$ cat config.mk
export PLATFORM = sky130hd
export DESIGN_NAME = dhs_top
export DESIGN_NICKNAME = d
export VERILOG_FILES = /design/src/rtl/dhs_end.sv /design/src/rtl/dhs_pkg.sv /design/src/rtl/dhs_top.sv
export VERILOG_INCLUDE_DIRS = /design/src /design/src/rtl
export SDC_FILE = /design/constraint.sdc
export NUM_CORES = 1
export LEC_CHECK = 0
export ABC_AREA = 0
export BUFFER_PORTS_ARGS = -buffer_cell sky130_fd_sc_hd__clkbuf_2
export CELL_PAD_IN_SITES_DETAIL_PLACEMENT = 1
export CELL_PAD_IN_SITES_GLOBAL_PLACEMENT = 2
export CORE_ASPECT_RATIO = 0.75
export CORE_UTILIZATION = 40
export DETAILED_ROUTE_END_ITERATION = 10
export PLACE_DENSITY = 0.84
export SLEW_MARGIN = 0
export SYNTH_ARGS = -nofsm -noshare
export SYNTH_HDL_FRONTEND = slang
export SYNTH_SLANG_ARGS = --single-unit
$ cat constraint.sdc
create_clock -name SYS_CLK -period 16.4 [get_ports SYS_CLK]
set_input_delay 1.64 -clock SYS_CLK [delete_from_list [all_inputs] [get_ports SYS_CLK]]
set_output_delay 1.64 -clock SYS_CLK [all_outputs]
set_load 0.02 [all_outputs]
$ cat src/rtl/dhs_params.svh
/*
   Constants of the drive health status block: register offsets, command
   codes, structure offsets and fixed values, reset values.
   Assumes inclusion by bare name from the package and the top module.
*/
`ifndef DHS_PARAMS_SVH
`define DHS_PARAMS_SVH

// Register byte offsets
`define DHS_A_CMD      8'h00
`define DHS_A_STAT     8'h04
`define DHS_A_ATTR     8'h08
`define DHS_A_COLL     8'h0C
`define DHS_A_DATA     8'h10
// Subcommand codes and sector count keys
`define DHS_SUB_RDVAL  8'hD0
`define DHS_SUB_RDTHR  8'hD1
`define DHS_SUB_HEALTH 8'hDA
`define DHS_SUB_AUTO   8'hDB
`define DHS_AUTO_OFF   8'h00
`define DHS_AUTO_ON    8'hF8
// Health signatures
`define DHS_OK_LO      8'h4F
`define DHS_OK_HI      8'hC2
`define DHS_BAD_LO     8'hF4
`define DHS_BAD_HI     8'h2C
// Structure layout
`define DHS_REV_LO     8'h10
`define DHS_REV_HI     8'h00
`define DHS_N_ATTR     5'd30
`define DHS_ENT_BYTES  9'd12
`define DHS_O_ENT      9'h002
`define DHS_O_COLL     9'h16A
`define DHS_O_ST       9'h16B
`define DHS_O_TTIME    9'h16C
`define DHS_O_OFFCAP   9'h16F
`define DHS_O_CAP      9'h170
`define DHS_O_ELOG     9'h172
`define DHS_O_SHORT    9'h174
`define DHS_O_EXT      9'h175
`define DHS_O_CSUM     9'h1FF
`define DHS_OFFCAP     8'h1B
`define DHS_CAP        8'h03
`define DHS_ELOG       8'h01
`define DHS_VAL_MIN    8'h01
`define DHS_VAL_MAX    8'hFD
`define DHS_ST_MAXPCT  4'h9
`define DHS_ST_RUN     4'hF
`define DHS_PREFAIL    30'h0000_0177
// Reset values
`define DHS_RST_COLL   7'h00
`define DHS_RST_ST     8'h00
`define DHS_RST_VAL    8'h64
// AXI responses
`define DHS_OKAY       2'b00
`define DHS_SLVERR     2'b10
`define DHS_DECERR     2'b11
`endif

$ cat src/rtl/dhs_end.sv
/*
   Intentionally empty companion file; all logic lives in dhs_top.
   Assumes nothing.
*/

$ cat src/rtl/dhs_pkg.sv
/*
   Types of the drive health status block.
   Assumes dhs_params.svh on the include path.
*/
`include "dhs_params.svh"
package dhs_pkg;
   typedef enum logic [1:0] {
      DHS_IDLE = 2'b00,
      DHS_SAVE = 2'b01,
      DHS_CMP  = 2'b10,
      DHS_DONE = 2'b11
   } dhs_state_t;

   typedef struct packed {
      logic [7:0]  id;
      logic [15:0] flags;
      logic [7:0]  thr;
   } dhs_attr_t;

   typedef struct packed {
      logic [7:0] cnt;
      logic [7:0] sub;
   } dhs_cmd_t;
endpackage

$ cat src/rtl/dhs_top.sv
/*
   Drive health status block: health report, automatic collection control,
   attribute value and threshold sectors streamed to the host over an
   AXI4-Lite register port.
   Assumes a single 20 MHz clock, firmware feeding attribute values, and a
   save request pin from the power and recovery logic.
*/
`timescale 1ns/1ps
`default_nettype none
`include "dhs_params.svh"
module dhs_top
   import dhs_pkg::*;
#(
   parameter logic [7:0]  THR_PREFAIL  = 8'h10,
   parameter logic [7:0]  THR_ADVISORY = 8'h00,
   parameter logic [15:0] COLL_TIME_S  = 16'h0000,
   parameter logic [7:0]  SHORT_MIN    = 8'h01,
   parameter logic [7:0]  EXT_MIN      = 8'h01
)(
   // Clock and reset
   input  wire logic        SYS_CLK,
   input  wire logic        RST_B,
   // AXI4-Lite write address and data
   input  wire logic [7:0]  S_AXI_AWADDR,
   input  wire logic        S_AXI_AWVALID,
   output logic             S_AXI_AWREADY,
   input  wire logic [31:0] S_AXI_WDATA,
   input  wire logic [3:0]  S_AXI_WSTRB,
   input  wire logic        S_AXI_WVALID,
   output logic             S_AXI_WREADY,
   // AXI4-Lite write response
   output logic [1:0]       S_AXI_BRESP,
   output logic             S_AXI_BVALID,
   input  wire logic        S_AXI_BREADY,
   // AXI4-Lite read
   input  wire logic [7:0]  S_AXI_ARADDR,
   input  wire logic        S_AXI_ARVALID,
   output logic             S_AXI_ARREADY,
   output logic [31:0]      S_AXI_RDATA,
   output logic [1:0]       S_AXI_RRESP,
   output logic             S_AXI_RVALID,
   input  wire logic        S_AXI_RREADY,
   // Drive side
   input  wire logic        SAVE_REQ,
   output logic             COLLECT_EN,
   output logic             COLLECT_GO
);

   // Pre-failure map; a named value, since a bare literal cannot be bit-selected
   localparam logic [29:0] PREFAIL_MAP = `DHS_PREFAIL;

   // Fixed attribute table; thresholds are set here at build time only
   function automatic dhs_attr_t entry(input logic [4:0] k);
      dhs_attr_t e;
      e = '0;
      case (k)
         5'd0:    e.id = 8'h01;
         5'd1:    e.id = 8'h02;
         5'd2:    e.id = 8'h03;
         5'd3:    e.id = 8'h04;
         5'd4:    e.id = 8'h05;
         5'd5:    e.id = 8'h07;
         5'd6:    e.id = 8'h08;
         5'd7:    e.id = 8'h09;
         5'd8:    e.id = 8'h0A;
         5'd9:    e.id = 8'h0C;
         5'd10:   e.id = 8'hC0;
         5'd11:   e.id = 8'hC1;
         5'd12:   e.id = 8'hC2;
         5'd13:   e.id = 8'hC4;
         5'd14:   e.id = 8'hC5;
         5'd15:   e.id = 8'hC6;
         5'd16:   e.id = 8'hC7;
         default: e.id = 8'h00;
      endcase
      if (e.id != 8'h00) begin
         e.flags = {14'h0000, 1'b1, PREFAIL_MAP[k]};
         e.thr   = PREFAIL_MAP[k] ? THR_PREFAIL : THR_ADVISORY;
      end
      return e;
   endfunction

   // Normalized value held inside the documented range
   function automatic logic [7:0] clamp(input logic [7:0] v);
      if (v < `DHS_VAL_MIN) return `DHS_VAL_MIN;
      if (v > `DHS_VAL_MAX) return `DHS_VAL_MAX;
      return v;
   endfunction

   // Register index from a byte address
   function automatic logic [5:0] widx(input logic [7:0] a);
      return a[7:2];
   endfunction

   logic             aw_got_reg;
   logic             w_got_reg;
   logic [7:0]       awaddr_reg;
   logic [31:0]      wdata_reg;
   logic [3:0]       wstrb_reg;
   logic             bvalid_reg;
   logic [1:0]       bresp_reg;
   logic             rvalid_reg;
   logic [1:0]       rresp_reg;
   logic [31:0]      rdata_reg;
   logic             aw_hs;
   logic             w_hs;
   logic             ar_hs;
   logic             wr_do;
   logic [7:0]       wa;
   logic [31:0]      wd;
   logic [3:0]       ws;
   dhs_cmd_t         cmd_reg;
   logic             cmd_fire;
   logic             attr_fire;
   logic             coll_fire;
   logic             data_rd;
   dhs_state_t       state_reg;
   logic [4:0]       idx_reg;
   logic             exceed_reg;
   logic             save_only_reg;
   logic             save_pend_reg;
   logic [29:0]      upd_reg;
   logic [7:0]       cur_reg [0:29];
   logic [7:0]       saved_reg [0:29];
   dhs_attr_t        e_fsm;
   logic [7:0]       cyl_lo_reg;
   logic [7:0]       cyl_hi_reg;
   logic             auto_en_reg;
   logic             go_reg;
   logic             err_reg;
   logic [6:0]       coll_code_reg;
   logic [7:0]       st_reg;
   logic             s1_reg;
   logic             s2_reg;
   logic             s3_reg;
   logic             save_lvl_reg;
   logic             save_edge;
   logic             strm_act_reg;
   logic             strm_thr_reg;
   logic [8:0]       strm_ptr_reg;
   logic [7:0]       strm_sum_reg;
   logic [8:0]       rel;
   logic [4:0]       ent_i;
   logic [3:0]       ent_b;
   dhs_attr_t        ent;
   logic [7:0]       sbyte;

   // Handshake outputs; one write and one read in flight at most
   assign S_AXI_AWREADY = ~aw_got_reg & ~bvalid_reg;
   assign S_AXI_WREADY  = ~w_got_reg & ~bvalid_reg;
   assign S_AXI_ARREADY = ~rvalid_reg;
   assign S_AXI_BVALID  = bvalid_reg;
   assign S_AXI_BRESP   = bresp_reg;
   assign S_AXI_RVALID  = rvalid_reg;
   assign S_AXI_RRESP   = rresp_reg;
   assign S_AXI_RDATA   = rdata_reg;
   assign COLLECT_EN    = auto_en_reg;
   assign COLLECT_GO    = go_reg;

   // Write channel merge: address and data may arrive in either order
   assign aw_hs = S_AXI_AWVALID & S_AXI_AWREADY;
   assign w_hs  = S_AXI_WVALID & S_AXI_WREADY;
   assign ar_hs = S_AXI_ARVALID & S_AXI_ARREADY;
   assign wr_do = (aw_hs | aw_got_reg) & (w_hs | w_got_reg);
   assign wa    = aw_got_reg ? awaddr_reg : S_AXI_AWADDR;
   assign wd    = w_got_reg ? wdata_reg : S_AXI_WDATA;
   assign ws    = w_got_reg ? wstrb_reg : S_AXI_WSTRB;
   assign cmd_fire  = wr_do & (widx(wa) == widx(`DHS_A_CMD)) & ws[0];
   assign attr_fire = wr_do & (widx(wa) == widx(`DHS_A_ATTR)) & (&ws[1:0]);
   assign coll_fire = wr_do & (widx(wa) == widx(`DHS_A_COLL)) & (&ws[1:0]);
   assign data_rd   = ar_hs & (widx(S_AXI_ARADDR) == widx(`DHS_A_DATA)) & strm_act_reg;

   // Write address, data and response
   always_ff @(posedge SYS_CLK or negedge RST_B) begin
      if (!RST_B) begin
         aw_got_reg <= 1'b0;
         w_got_reg  <= 1'b0;
         awaddr_reg <= 8'h00;
         wdata_reg  <= 32'h0000_0000;
         wstrb_reg  <= 4'h0;
         bvalid_reg <= 1'b0;
         bresp_reg  <= `DHS_OKAY;
      end else begin
         if (wr_do) begin
            aw_got_reg <= 1'b0;
            w_got_reg  <= 1'b0;
            bvalid_reg <= 1'b1;
            case (widx(wa))
               widx(`DHS_A_CMD), widx(`DHS_A_ATTR), widx(`DHS_A_COLL): begin
                  bresp_reg <= `DHS_OKAY;
               end
               widx(`DHS_A_STAT), widx(`DHS_A_DATA): begin
                  bresp_reg <= `DHS_SLVERR; // Read-only word
               end
               default: begin
                  bresp_reg <= `DHS_DECERR;
               end
            endcase
         end else begin
            if (aw_hs) begin
               aw_got_reg <= 1'b1;
               awaddr_reg <= S_AXI_AWADDR;
            end
            if (w_hs) begin
               w_got_reg <= 1'b1;
               wdata_reg <= S_AXI_WDATA;
               wstrb_reg <= S_AXI_WSTRB;
            end
            if (bvalid_reg && S_AXI_BREADY) begin
               bvalid_reg <= 1'b0;
            end
         end
      end
   end

   // Read data; reading the data word pops one sector byte
   always_ff @(posedge SYS_CLK or negedge RST_B) begin
      if (!RST_B) begin
         rvalid_reg <= 1'b0;
         rresp_reg  <= `DHS_OKAY;
         rdata_reg  <= 32'h0000_0000;
      end else if (ar_hs) begin
         rvalid_reg <= 1'b1;
         rresp_reg  <= `DHS_OKAY;
         rdata_reg  <= 32'h0000_0000;
         case (widx(S_AXI_ARADDR))
            widx(`DHS_A_CMD): begin
               rdata_reg <= {16'h0000, cmd_reg};
            end
            widx(`DHS_A_STAT): begin
               rdata_reg <= {3'b000, strm_ptr_reg, strm_act_reg, err_reg,
                             (state_reg != DHS_IDLE), auto_en_reg, cyl_hi_reg, cyl_lo_reg};
            end
            widx(`DHS_A_ATTR): begin
               rdata_reg <= {2'b00, upd_reg};
            end
            widx(`DHS_A_COLL): begin
               rdata_reg <= {16'h0000, st_reg, 1'b0, coll_code_reg};
            end
            widx(`DHS_A_DATA): begin
               if (strm_act_reg) begin
                  rdata_reg <= {23'h000000, (strm_ptr_reg == `DHS_O_CSUM), sbyte};
               end else begin
                  rresp_reg <= `DHS_SLVERR; // No sector pending
               end
            end
            default: begin
               rresp_reg <= `DHS_DECERR;
            end
         endcase
      end else if (rvalid_reg && S_AXI_RREADY) begin
         rvalid_reg <= 1'b0;
      end
   end

   // Last command word, kept for readback
   always_ff @(posedge SYS_CLK or negedge RST_B) begin
      if (!RST_B) begin
         cmd_reg <= '0;
      end else if (cmd_fire) begin
         cmd_reg <= {(ws[1] ? wd[15:8] : 8'h00), wd[7:0]};
      end
   end

   // Save request pin: three stages, a change counts when stages two and three agree
   always_ff @(posedge SYS_CLK or negedge RST_B) begin
      if (!RST_B) begin
         s1_reg       <= 1'b0;
         s2_reg       <= 1'b0;
         s3_reg       <= 1'b0;
         save_lvl_reg <= 1'b0;
      end else begin
         s1_reg <= SAVE_REQ;
         s2_reg <= s1_reg;
         s3_reg <= s2_reg;
         if (s2_reg == s3_reg) begin
            save_lvl_reg <= s3_reg;
         end
      end
   end
   assign save_edge = (s2_reg == s3_reg) & s3_reg & ~save_lvl_reg;

   // Automatic collection control and error flag
   always_ff @(posedge SYS_CLK or negedge RST_B) begin
      if (!RST_B) begin
         auto_en_reg <= 1'b0;
         go_reg      <= 1'b0;
         err_reg     <= 1'b0;
      end else begin
         go_reg <= 1'b0;
         if (cmd_fire) begin
            err_reg <= 1'b0;
            if (wd[7:0] == `DHS_SUB_AUTO) begin
               if (ws[1] && wd[15:8] != `DHS_AUTO_OFF) begin
                  if (wd[15:8] == `DHS_AUTO_ON) begin
                     auto_en_reg <= 1'b1;
                     go_reg      <= 1'b1;
                  end else begin
                     err_reg <= 1'b1;
                  end
               end else begin
                  auto_en_reg <= 1'b0;
               end
            end
         end
      end
   end

   // Collection and self-test status from firmware; illegal codes are dropped
   always_ff @(posedge SYS_CLK or negedge RST_B) begin
      if (!RST_B) begin
         coll_code_reg <= `DHS_RST_COLL;
         st_reg        <= `DHS_RST_ST;
      end else if (coll_fire) begin
         case (wd[6:0])
            7'h00, 7'h02, 7'h04, 7'h05, 7'h06: coll_code_reg <= wd[6:0];
            default: coll_code_reg <= coll_code_reg;
         endcase
         if (wd[11:8] <= `DHS_ST_MAXPCT &&
             (wd[15] == 1'b0 || wd[15:12] == `DHS_ST_RUN)) begin
            st_reg <= wd[15:8];
         end
      end
   end

   // Health pass: save updated pre-failure values, then compare against thresholds
   assign e_fsm = entry(idx_reg);
   always_ff @(posedge SYS_CLK or negedge RST_B) begin
      if (!RST_B) begin
         state_reg     <= DHS_IDLE;
         idx_reg       <= 5'd0;
         exceed_reg    <= 1'b0;
         save_only_reg <= 1'b0;
         save_pend_reg <= 1'b0;
         cyl_lo_reg    <= 8'h00;
         cyl_hi_reg    <= 8'h00;
      end else begin
         if (save_edge) begin
            save_pend_reg <= 1'b1;
         end
         case (state_reg)
            DHS_IDLE: begin
               idx_reg    <= 5'd0;
               exceed_reg <= 1'b0;
               if (cmd_fire && wd[7:0] == `DHS_SUB_HEALTH) begin
                  save_only_reg <= 1'b0;
                  state_reg     <= DHS_SAVE;
               end else if (save_pend_reg) begin
                  save_only_reg <= 1'b1;
                  save_pend_reg <= save_edge;
                  state_reg     <= DHS_SAVE;
               end
            end
            DHS_SAVE: begin
               idx_reg <= idx_reg + 5'd1;
               if (idx_reg == `DHS_N_ATTR - 5'd1) begin
                  idx_reg   <= 5'd0;
                  state_reg <= save_only_reg ? DHS_IDLE : DHS_CMP;
               end
            end
            DHS_CMP: begin
               if (e_fsm.id != 8'h00 && saved_reg[idx_reg] <= e_fsm.thr) begin
                  exceed_reg <= 1'b1;
               end
               idx_reg <= idx_reg + 5'd1;
               if (idx_reg == `DHS_N_ATTR - 5'd1) begin
                  state_reg <= DHS_DONE;
               end
            end
            DHS_DONE: begin
               cyl_lo_reg <= exceed_reg ? `DHS_BAD_LO : `DHS_OK_LO;
               cyl_hi_reg <= exceed_reg ? `DHS_BAD_HI : `DHS_OK_HI;
               state_reg  <= DHS_IDLE;
            end
            default: begin
               state_reg <= DHS_IDLE;
            end
         endcase
      end
   end

   // Attribute store: a new value in the save cycle keeps its update mark
   always_ff @(posedge SYS_CLK or negedge RST_B) begin
      if (!RST_B) begin
         upd_reg <= 30'h0000_0000;
         for (int i = 0; i < 30; i++) begin
            cur_reg[i]   <= `DHS_RST_VAL;
            saved_reg[i] <= `DHS_RST_VAL;
         end
      end else begin
         if (state_reg == DHS_SAVE && upd_reg[idx_reg] &&
             (save_only_reg || PREFAIL_MAP[idx_reg])) begin
            saved_reg[idx_reg] <= cur_reg[idx_reg];
            upd_reg[idx_reg]   <= 1'b0;
         end
         if (attr_fire && wd[4:0] < `DHS_N_ATTR) begin
            cur_reg[wd[4:0]] <= wd[15:8];
            upd_reg[wd[4:0]] <= 1'b1;
         end
      end
   end

   // Sector stream pointer and running sum
   always_ff @(posedge SYS_CLK or negedge RST_B) begin
      if (!RST_B) begin
         strm_act_reg <= 1'b0;
         strm_thr_reg <= 1'b0;
         strm_ptr_reg <= 9'h000;
         strm_sum_reg <= 8'h00;
      end else if (cmd_fire &&
                   (wd[7:0] == `DHS_SUB_RDVAL || wd[7:0] == `DHS_SUB_RDTHR)) begin
         strm_act_reg <= 1'b1;
         strm_thr_reg <= (wd[7:0] == `DHS_SUB_RDTHR);
         strm_ptr_reg <= 9'h000;
         strm_sum_reg <= 8'h00;
      end else if (data_rd) begin
         strm_sum_reg <= strm_sum_reg + sbyte;
         strm_ptr_reg <= strm_ptr_reg + 9'h001;
         if (strm_ptr_reg == `DHS_O_CSUM) begin
            strm_act_reg <= 1'b0;
         end
      end
   end

   // Byte at the stream pointer; fields are laid out low byte first
   always_comb begin
      rel   = strm_ptr_reg - `DHS_O_ENT;
      ent_i = 5'(rel / `DHS_ENT_BYTES);
      ent_b = 4'(rel % `DHS_ENT_BYTES);
      ent   = entry(ent_i);
      sbyte = 8'h00;
      if (strm_ptr_reg == `DHS_O_CSUM) begin
         sbyte = 8'(8'h00 - strm_sum_reg);
      end else if (strm_ptr_reg < `DHS_O_ENT) begin
         sbyte = strm_ptr_reg[0] ? `DHS_REV_HI : `DHS_REV_LO;
      end else if (strm_ptr_reg < `DHS_O_COLL) begin
         if (ent.id != 8'h00) begin
            case (ent_b)
               4'd0: sbyte = ent.id;
               4'd1: sbyte = strm_thr_reg ? ent.thr : ent.flags[7:0];
               4'd2: sbyte = strm_thr_reg ? 8'h00 : ent.flags[15:8];
               4'd3: sbyte = strm_thr_reg ? 8'h00 : clamp(cur_reg[ent_i]);
               default: sbyte = 8'h00;
            endcase
         end
      end else if (!strm_thr_reg) begin
         case (strm_ptr_reg)
            `DHS_O_COLL:          sbyte = {auto_en_reg, coll_code_reg};
            `DHS_O_ST:            sbyte = st_reg;
            `DHS_O_TTIME:         sbyte = COLL_TIME_S[7:0];
            `DHS_O_TTIME + 9'h001: sbyte = COLL_TIME_S[15:8];
            `DHS_O_OFFCAP:        sbyte = `DHS_OFFCAP;
            `DHS_O_CAP:           sbyte = `DHS_CAP;
            `DHS_O_ELOG:          sbyte = `DHS_ELOG;
            `DHS_O_SHORT:         sbyte = SHORT_MIN;
            `DHS_O_EXT:           sbyte = EXT_MIN;
            default:              sbyte = 8'h00;
         endcase
      end
   end

endmodule
`default_nettype wire

== Word level (Yosys, flattened, before mapping) ==
Memory sizes are Yosys's and may differ from the RTL's.
Cells that the tools add are included.

* Div/mod/pow operators: 2
* Muxes and demuxes: 106
* Bitwise logic cells: 31
* Equal/unequal tests: 38
* Add/sub/neg operators: 5
* Magnitude comparators: 17
* Reductions and logical operators: 50

{| class="wikitable"
|+ Operators with widths
! cell !! number
|-
| bitwise mux 240 bit || 2
|-
| 2-to-1 mux 8 bit || 24
|-
| case mux 30 bit (5 select lines) || 1
|-
| binary-select mux 8 bit (select 5 bit) || 3
|-
| demux 8 bit (select 5 bit) || 2
|-
| == test 9 bit (second input constant) || 8
|-
| 2-to-1 mux 30 bit || 2
|-
| 2-to-1 mux 1 bit || 45
|-
| == test 8 bit (second input constant) || 5
|-
| case mux 8 bit (5 select lines) || 1
|-
| bitwise AND 30 bit || 1
|-
| 2-to-1 mux 5 bit || 6
|-
| inverter 30 bit || 1
|-
| OR 30 bit || 1
|-
| 2-to-1 mux 9 bit || 3
|-
| == test 6 x 2 -> 1 bit (second input constant) || 4
|-
| case mux 8 bit (3 select lines) || 1
|-
| nonzero test 8 bit || 3
|-
| == test 7 x 3 -> 1 bit (second input constant) || 3
|-
| greater-or-equal comparator 6 bit (second input constant) || 3
|-
| < comparator 5 x 6 -> 1 bit (second input constant) || 3
|-
| inverter 5 -> 6 bit || 3
|-
| nonzero test 2 bit || 9
|-
| bitwise AND 1 bit || 16
|-
| other kinds (52) || 99
|}

* Register bits after elaboration: 659
* Input bits: 60
* Memories kept: 4
* Output and inout port bits: 43
* ROM bits: 448
* Word-level logic and storage cells: 346

{| class="wikitable"
|+ Memory list
! name !! words !! width !! rd ports !! clocked after memory_dff !! write ports !! RTL line !! source
|-
| (no name shown) || 32 || 6 || 1 || 0 || 0 || dhs_top.sv:56 || <nowiki>case (k)</nowiki>
|-
| (no name shown) || 32 || 6 || 1 || 0 || 0 || dhs_top.sv:56 ||
|-
| (no name shown) || 32 || 1 || 1 || 0 || 0 || dhs_top.sv:78 || <nowiki>e.thr = PREFAIL_MAP[k] ? THR_PREFAIL : THR_ADVISORY;</nowiki>
|-
| (no name shown) || 32 || 1 || 1 || 0 || 0 || dhs_top.sv:392 || <nowiki>(save_only_reg || PREFAIL_MAP[idx_reg])) begin</nowiki>
|}

== Longest topological paths before layout ==
Gate-level depths: netlist (run 1).

* Depth in word-level cells: 30
* Mapped depth: 35
* Depth with buffers taken out: 30

== Worst setup path after synthesis (run 1) ==
OpenSTA, ideal clock, no wires.

* Path type: register to register
* Start point: reg strm_ptr_reg[2]
* End point: reg strm_sum_reg[7]
* Period minus slack after synthesis: 7,507 ps
* Arrival: 7,442 ps
* Cell stages (with the launch flop): 32
* Setup slack: 8,893 ps
* Data required time: 16,335 ps
* Buffers on the path: 4
* Setup time: 65 ps
* Cell sequence: dfrtp_1 clkbuf_4 inv_1 ha_1 or2b_1 and3_2 a2111oi_2 o41ai_2 o221ai_2 nor2_8 inv_2 clkbuf_1 buf_1 clkbuf_1 ha_1 and4_4 and4b_4 a2111oi_4 or4b_1 nand2b_2 o21a_1 inv_1 ha_1 a21o_1 a21o_1 a21o_1 a21oi_1 and2b_2 o21ai_0 o2111ai_2 a211o_1 nand2_1

* Longest elaborated chain between the ends: 25

{| class="wikitable"
|+ RTL lines
! what !! RTL line !! source
|-
| start: declaration || dhs_top.sv:140 || <nowiki>logic [8:0] strm_ptr_reg;</nowiki>
|-
| start signal: assignment || dhs_top.sv:418 || <nowiki>strm_ptr_reg <= strm_ptr_reg + 9'h001;</nowiki>
|-
| subtractor 9 x 2 -> 9 bit (no source line) || -- ||
|-
| divider 9 x 4 -> 9 bit (no source line) || -- ||
|-
| inverter 5 -> 6 bit (not written as such) || dhs_top.sv:442 || <nowiki>4'd3: sbyte = strm_thr_reg ? 8'h00 : clamp(cur_reg[ent_i]);</nowiki>
|-
| binary-select mux 8 bit (select 5 bit) || dhs_top.sv:442 ||
|-
| 2-to-1 mux 8 bit (not written as such) (2 in series) || dhs_top.sv:442 ||
|-
| greater-than comparator 8 bit (no source line) || -- ||
|-
| 2-to-1 mux 1 bit (2 in series) || dhs_top.sv:86 || <nowiki>if (v > `DHS_VAL_MAX) return `DHS_VAL_MAX;</nowiki>
|-
| 2-to-1 mux 1 bit || dhs_top.sv:438 || <nowiki>case (ent_b)</nowiki>
|-
| [7 not listed] || -- ||
|-
| case mux 8 bit (3 select lines) || dhs_top.sv:438 ||
|-
| 2-to-1 mux 8 bit || dhs_top.sv:437 || <nowiki>if (ent.id != 8'h00) begin</nowiki>
|-
| 2-to-1 mux 8 bit || dhs_top.sv:436 || <nowiki>end else if (strm_ptr_reg < `DHS_O_COLL) begin</nowiki>
|-
| 2-to-1 mux 8 bit || dhs_top.sv:434 || <nowiki>end else if (strm_ptr_reg < `DHS_O_ENT) begin</nowiki>
|-
| 2-to-1 mux 8 bit (*) || dhs_top.sv:432 || <nowiki>if (strm_ptr_reg == `DHS_O_CSUM) begin</nowiki>
|-
| adder 8 bit (*) || dhs_top.sv:417 || <nowiki>strm_sum_reg <= strm_sum_reg + sbyte;</nowiki>
|-
| 2-to-1 mux 8 bit (*) || dhs_top.sv:416 || <nowiki>end else if (data_rd) begin</nowiki>
|-
| 2-to-1 mux 8 bit (*) || dhs_top.sv:410 || <nowiki>end else if (cmd_fire &&</nowiki>
|-
| end signal: assignment || dhs_top.sv:417 ||
|-
| end: declaration || dhs_top.sv:141 || <nowiki>logic [7:0] strm_sum_reg;</nowiki>
|}

Mark *: on every way between the ends. The rest lies on a longest branch, timed or not. The select of a mux whose other input is x is not followed.
A chain may end at the register's enable or synchronous reset.

== Worst setup path after layout (run 1) ==
Same ends and word-level chain as after synthesis.

==> results of run 1 <==
## layer usage
layer / up-vias / track usage / wire length, µm
li1: 11476 / - / -
met1: 13747 / 0.3994 / 50750
met2: 858 / 0.4372 / 50710
met3: 201 / 0.05880 / 8303
met4: 0 / 0.08796 / 3195
met5: - / 0 / 0
## report_power, final
group / total [mW] / internal (mW) / switching [mW]
clock: 1.67 / 0.982 / 0.690
combinational: 0.401 / 0.122 / 0.279
sequential: 1.68 / 1.61 / 0.0671
## cell usage after synthesis, types with 33 or more instances
master	instances	area share
mux4_2	82	0.058
a211oi_1	35	0.0083
dfstp_2	170	0.14
nor2_1	429	0.051
a21oi_1	365	0.058
dfrtp_1	456	0.36
nor4_1	50	0.0099
nand2_1	385	0.046
o22ai_1	33	0.0065
mux2_2	101	0.036
clkbuf_1	187	0.022
mux2i_1	86	0.027
inv_1	58	0.0069
nand3_1	39	0.0062
a22oi_1	38	0.0090
o21ai_0	243	0.038
nor3_1	43	0.0068
## area by class of cell
class,count,share of cell area
Sequential cell,626,0.4458
Multi-Input combinational cell,2297,0.4144
Clock buffer,97,0.05709
Tap cell,1046,0.03673
Timing Repair Buffer,159,0.02865
Clock inverter,29,0.01057
Inverter,60,0.006706
## critical path, delay by kind of cell (launching register included)
family / cells / cell delay, ns
adders and majority gates: 3 / 1.17
and+or+nand+nor: 9 / 2.69
DFF: 1 / 0.59
AOI/OAI and AO/OA: 12 / 3.20
buffers and inverters: 5 / 1.45
## kinds of logic after synthesis
family,count (synthesis)
AOI/OAI and AO/OA,892
xor gates and xnor gates,18
adders and majority gates,33
buffers and inverters,296
DFF,626
muxes,269
other,1
and+or+nand+nor,1083
## metrics by stage
stage	hold slack [ns]	utilization	area, µm²
2_1_floorplan	0.3312	-	31710
3_3_place_gp	0.3452	0.4232	33220
3_5_place_dp	0.3395	0.4232	33220
4_1_cts	0.3694	0.4539	35640
5_1_grt	0.3772	0.4539	35640
6_report	0.3655	0.4539	35640
## worst max-delay path by stage
stage	depth (start not counted)	startpoint	slack (ns)	to
final	29	strm_ptr_reg[2]$_DFFE_PN0P_	7.21	strm_sum_reg[7]$_DFFE_PN0P_
after global routing	29	strm_ptr_reg[1]$_DFFE_PN0P_	6.77	strm_sum_reg[7]$_DFFE_PN0P_
after CTS	29	strm_ptr_reg[2]$_DFFE_PN0P_	7.28	strm_sum_reg[7]$_DFFE_PN0P_
after detailed placement	29	strm_ptr_reg[2]$_DFFE_PN0P_	7.36	strm_sum_reg[7]$_DFFE_PN0P_
after global placement	29	strm_ptr_reg[2]$_DFFE_PN0P_	7.53	strm_sum_reg[7]$_DFFE_PN0P_
after floorplan	31	strm_ptr_reg[2]$_DFFE_PN0P_	8.89	strm_sum_reg[7]$_DFFE_PN0P_
==> metrics.cfg, run 1 <==
[run_status]
status = completed

[clocking]
cts_buffer_depth = 3
htreeDepth = 3
hold_buffers = 0
insertion_delay_ns = 0.64
cts_tree = done
post_cts_buffers = 0
post_cts_resized = 0
cts_sinks = 626
clk_pin_slew_ns = 0.07
cts_root_buffer = clkbuf_16
cts_buffers = 69

[die]
coreArea_um2 = 78510
dieHeight_um = 245.8
initial_core_util = 0.4039
row_count = 89
die-area_um2 = 80410
num_io_pins = 103
die_x_um = 327.1

[final_layout]
multi_input_area_um2 = 14770
nNetsFinal = 3306
largest_reg_flops = 240
layout_common_cells = 452 x dfrtp_1, 427 x nor2_1, 385 x nand2_1
final_cells = 4314
fill_cells = 8716
final_common_cell = dfrtp_1
seqCellArea_um2 = 15890
insertedDiodeCount = 0
area_growth_pct = 12.39
drive_gt1_frac = 0.2185

[placed_design]
io_buffer_count = 78
post-place-ws_ns = 7.357
dp.cells = 4188
routabilityCongestion = 0.9042
dp_hpwl_mm = 76.86

[worst_setup_path]
cpPeakStageDelay_ns = 0.62
start_kind = flop
critPathSlowestCell = ha_1
rrSetupSlack_ns = 7.21
cp_max_fo = 37
required_ns = 16.96
reg2regPathDepth = 29
r2r_start = strm_ptr_reg[2]$_DFFE_PN0P_
crit_type = flop to flop
worstSetupEndpointType = flop
timing.rr.end = strm_sum_reg[7]$_DFFE_PN0P_
worst_ep_arrival_time_ns = 9.76

[hold_path]
worstHoldPathCells = 0
hold_path.class = flop to flop
hold-path-endpoint = s2_reg$_DFF_PN0_
worstHoldStart = s1_reg$_DFF_PN0_

[yosys]
muxShareOfSynthArea = 0.1213
syn_area_per_cell_um2 = 9.853
synth_fa_ha_area_frac = 0.01326
synth_top_family_by_area = compound AO/OA/AOI/OAI gates
synth_cell_types = 117
syn_inst = 3218
yosys_most_used_dff = dfrtp_1
synthXorXnorAreaFrac = 0.004972
ys_seq_area_frac = 0.5007
yosysWarnings = 0
netlist_area_um2 = 31710
synth-seq-cells = 626
synthArstFlopShare = 1.000
yosys.area_share.simple = 0.1511
synth_compound_area_frac = 0.1692
synth_enable_flop_cells = 0

[power]
vdd_ir_drop_max_mv = 0.07534
totalPowerFinal_mw = 3.749
p_leak_nw = 14.95
powerDensity_nw_per_um2 = 105.2

[timing]
finalHoldViolations = 0
min_period_ns = 9.194
fin_setup_tns_ns = 0
worst_pin_slew_ns = 1.363
finalCritPeriodShare = 0.5606
grt_setup_unrepaired = false
setup_viol = 0
slew_headroom = 0.08810
clock.fmax_ghz = 0.1088
finClkSkew_ns = 0.02899
setup_ws_ns = 7.206
slew_violations = 0

[routing]
ant_nets = 0
wl_mm = 113.0
dr.pass1.iters = 5
drt_iter0_markers = 2223
vias_per_cell = 6.092
vias = 26282
wl_per_cell_um = 26.19
drcViolationCount = 0

[job]
maxCapViolCount = 0

[global_routing]
grtUsageTotal = 0.2834
grt_pass1_wl_mm = 174.2
grt_antenna_before_repair = 1
overflow = 0
grt_max_degree = 160
first_global_vias = 27635

No activity file was read; power rests on OpenSTA's default activity.
==> run 2, diff against run 1 <==
Clock period 16.4 ns to 9.4 ns, I/O delays scaled along.
==> run 2 against run 1 <==
Net effect:
- combinational power increased by 82%
- global-route usage down 0.57 points
- sequential cell count unchanged
- sequential share of layout area increased by 0.29 points
- first-iteration DRC count increased by 2.5%
- routed wire length fell by 1.5%
==> metrics.cfg, run 2 (same netlist as run 1, synthesis figures left out) <==
[power]
p_leak_nw = 14.84  ; -0.72%
vdd_ir_drop_max_mv = 0.1512  ; +100%
powerDensity_nw_per_um2 = 178.2  ; +69%

[clocking]
cts_buffer_depth = 3  ; unchanged
cts_root_buffer = clkbuf_16
clk_pin_slew_ns = 0.07  ; about the same
cts_tree = done
post_cts_resized = 0  ; unchanged
cts_buffers = 61  ; -12%
cts_sinks = 626  ; unchanged
post_cts_buffers = 0  ; unchanged
insertion_delay_ns = 0.69  ; +0.05 ns
htreeDepth = 2  ; -1
hold_buffers = 0  ; unchanged

[routing]
drcViolationCount = 0  ; unchanged
vias_per_cell = 6.066  ; -0.43%
wl_mm = 111.3  ; -1.5%
drt_iter0_markers = 2278  ; +2.5%
wl_per_cell_um = 25.84  ; -1.3%
ant_nets = 0  ; unchanged
vias = 26133  ; -0.57%
dr.pass1.iters = 8  ; +3

[worst_setup_path]
cp_max_fo = 17  ; -54%
worstSetupEndpointType = flop
required_ns = 10.03  ; -6.93 ns
start_kind = flop
rrSetupSlack_ns = 0.77  ; -6.43 ns
crit_type = flop to flop
worst_ep_arrival_time_ns = 9.25  ; -0.51 ns

[timing]
setup_viol = 0  ; unchanged
setup_ws_ns = 0.7719  ; -6.434 ns
clock.fmax_ghz = 0.1159  ; +6.6%
grt_setup_unrepaired = false
slew_headroom = 0.07447  ; -0.01363
worst_pin_slew_ns = 1.385  ; +0.02263 ns
finalHoldViolations = 0  ; unchanged
slew_violations = 0  ; unchanged
min_period_ns = 8.628  ; -0.5657 ns
fin_setup_tns_ns = 0  ; unchanged
hold_slack_ns = 0.3300  ; -0.03557 ns
finClkSkew_ns = 0.06382  ; +0.03483 ns
finalCritPeriodShare = 0.9179  ; +0.3573

[placed_design]
io_buffer_count = 78  ; unchanged
post-place-ws_ns = 1.085  ; -6.272 ns
routabilityCongestion = 0.9152  ; +1.2%
dp_hpwl_mm = 77.09  ; +0.29%

[die]
die_x_um = 327.1  ; unchanged
dieHeight_um = 245.8  ; unchanged
initial_core_util = 0.4039  ; unchanged
row_count = 89  ; unchanged
die-area_um2 = 80410  ; unchanged
num_io_pins = 103  ; unchanged
coreArea_um2 = 78510  ; unchanged

[final_layout]
nNetsFinal = 3299  ; -0.21%
multi_input_area_um2 = 14770  ; unchanged
final_common_cell = dfrtp_1
drive_gt1_frac = 0.2142  ; -0.004306
layout_common_cells = 452 x dfrtp_1, 427 x nor2_1, 385 x nand2_1
fill_cells = 8763  ; +0.54%
area_growth_pct = 11.65
seqCellArea_um2 = 15890  ; unchanged
largest_reg_flops = 240  ; unchanged

[hold_path]
hold_path.class = primary input to async pin

[global_routing]
grt_max_degree = 127  ; -21%
first_global_vias = 27243  ; -1.4%
grtUsageTotal = 0.2778  ; -0.005673
overflow = 0  ; unchanged
grt_antenna_before_repair = 7  ; +6
grt_pass1_wl_mm = 170.6  ; -2.1%

[job]
maxCapViolCount = 0  ; unchanged

[run_status]
status = completed

==> run 2: changes by cell type in the layout (fill, tap and decap cells not counted), sizes merged <==
cell and delta:
clkinv -1, buf +1, clkinvlp -5, inv -1
clkbuf -3, diode +3
==> run 2: metal layers <==
metal / vias up / global-route usage / share of wire
li1: 11475 / - / -
met1: 13554 / 0.4006 / 0.45
met2: 914 / 0.4236 / 0.44
met3: 188 / 0.05372 / 0.077
met4: 2 / 0.07903 / 0.026
met5: - / 0 / 0.00012
==> run 2: stage by stage <==
stage                     total power [mW]  instances    util  instance area (µm²)
after global placement               3.620       4188  0.4230                33210
after global routing                 6.516       4305  0.4509                35400
after detailed placement             3.661       4188  0.4230                33210
after CTS                            6.346       4304  0.4508                35390
after floorplan                      3.297       3219       -                31710
final                                6.309       4308  0.4510                35400
==> run 2: cell type report <==
type / count / share of cell area
clock buffer: 94 / 0.05178
sequential: 626 / 0.4488
clock inverter: 22 / 0.009684
tap: 1046 / 0.03697
multi-input combinational: 2297 / 0.4171
timing repair buffer: 160 / 0.02870
inverter: 60 / 0.006750
antenna: 3 / 0.0002121
==> run 2: critical path, stage by stage, from the launching register on <==
cell and delay (ns):
dfrtp_1 0.58, inv_1 0.21, ha_1 0.60, nor3b_2 0.57, o41ai_2 0.21, nor4_4 0.62, mux2i_1 0.70, or2_2 0.48
o22ai_1 0.14, o311ai_0 0.75, o311a_1 0.57, o32ai_1 0.18, nor4_1 0.26, buf_4 0.23, o21a_1 0.23, inv_1 0.07
ha_1 0.27, a21o_1 0.19, a21o_1 0.22, a21o_1 0.19, a21oi_1 0.18, and2b_2 0.25, o21ai_0 0.29, o2111ai_2 0.18
a211o_1 0.33, nand2_1 0.06
==> run 2: worst paths after layout <==
kind / from / to / cells past startpoint
worst min register to register: s1_reg$_DFF_PN0_ / s2_reg$_DFF_PN0_ / 0
worst max register to register: strm_ptr_reg[2]$_DFFE_PN0P_ / strm_sum_reg[7]$_DFFE_PN0P_ / 25
min in group SYS_CLK: s1_reg$_DFF_PN0_ / s2_reg$_DFF_PN0_ / 0
max in group asynchronous: RST_B / cur_reg[72]$_DFFE_PN0P_ / 3
worst min-delay path: RST_B / saved_reg[97]$_DFFE_PN0P_ / 1
worst max-delay path: strm_ptr_reg[2]$_DFFE_PN0P_ / strm_sum_reg[7]$_DFFE_PN0P_ / 25
==> run 2: where the power goes <==
group / switching, mW / leakage, nW / total [mW] / internal [mW]
Clock: 1.14 / 1.05 / 2.68 / 1.54
Sequential: 0.0938 / 7.93 / 2.90 / 2.81
Combinational: 0.516 / 5.86 / 0.728 / 0.212
Total: 1.75 / 14.8 / 6.31 / 4.56
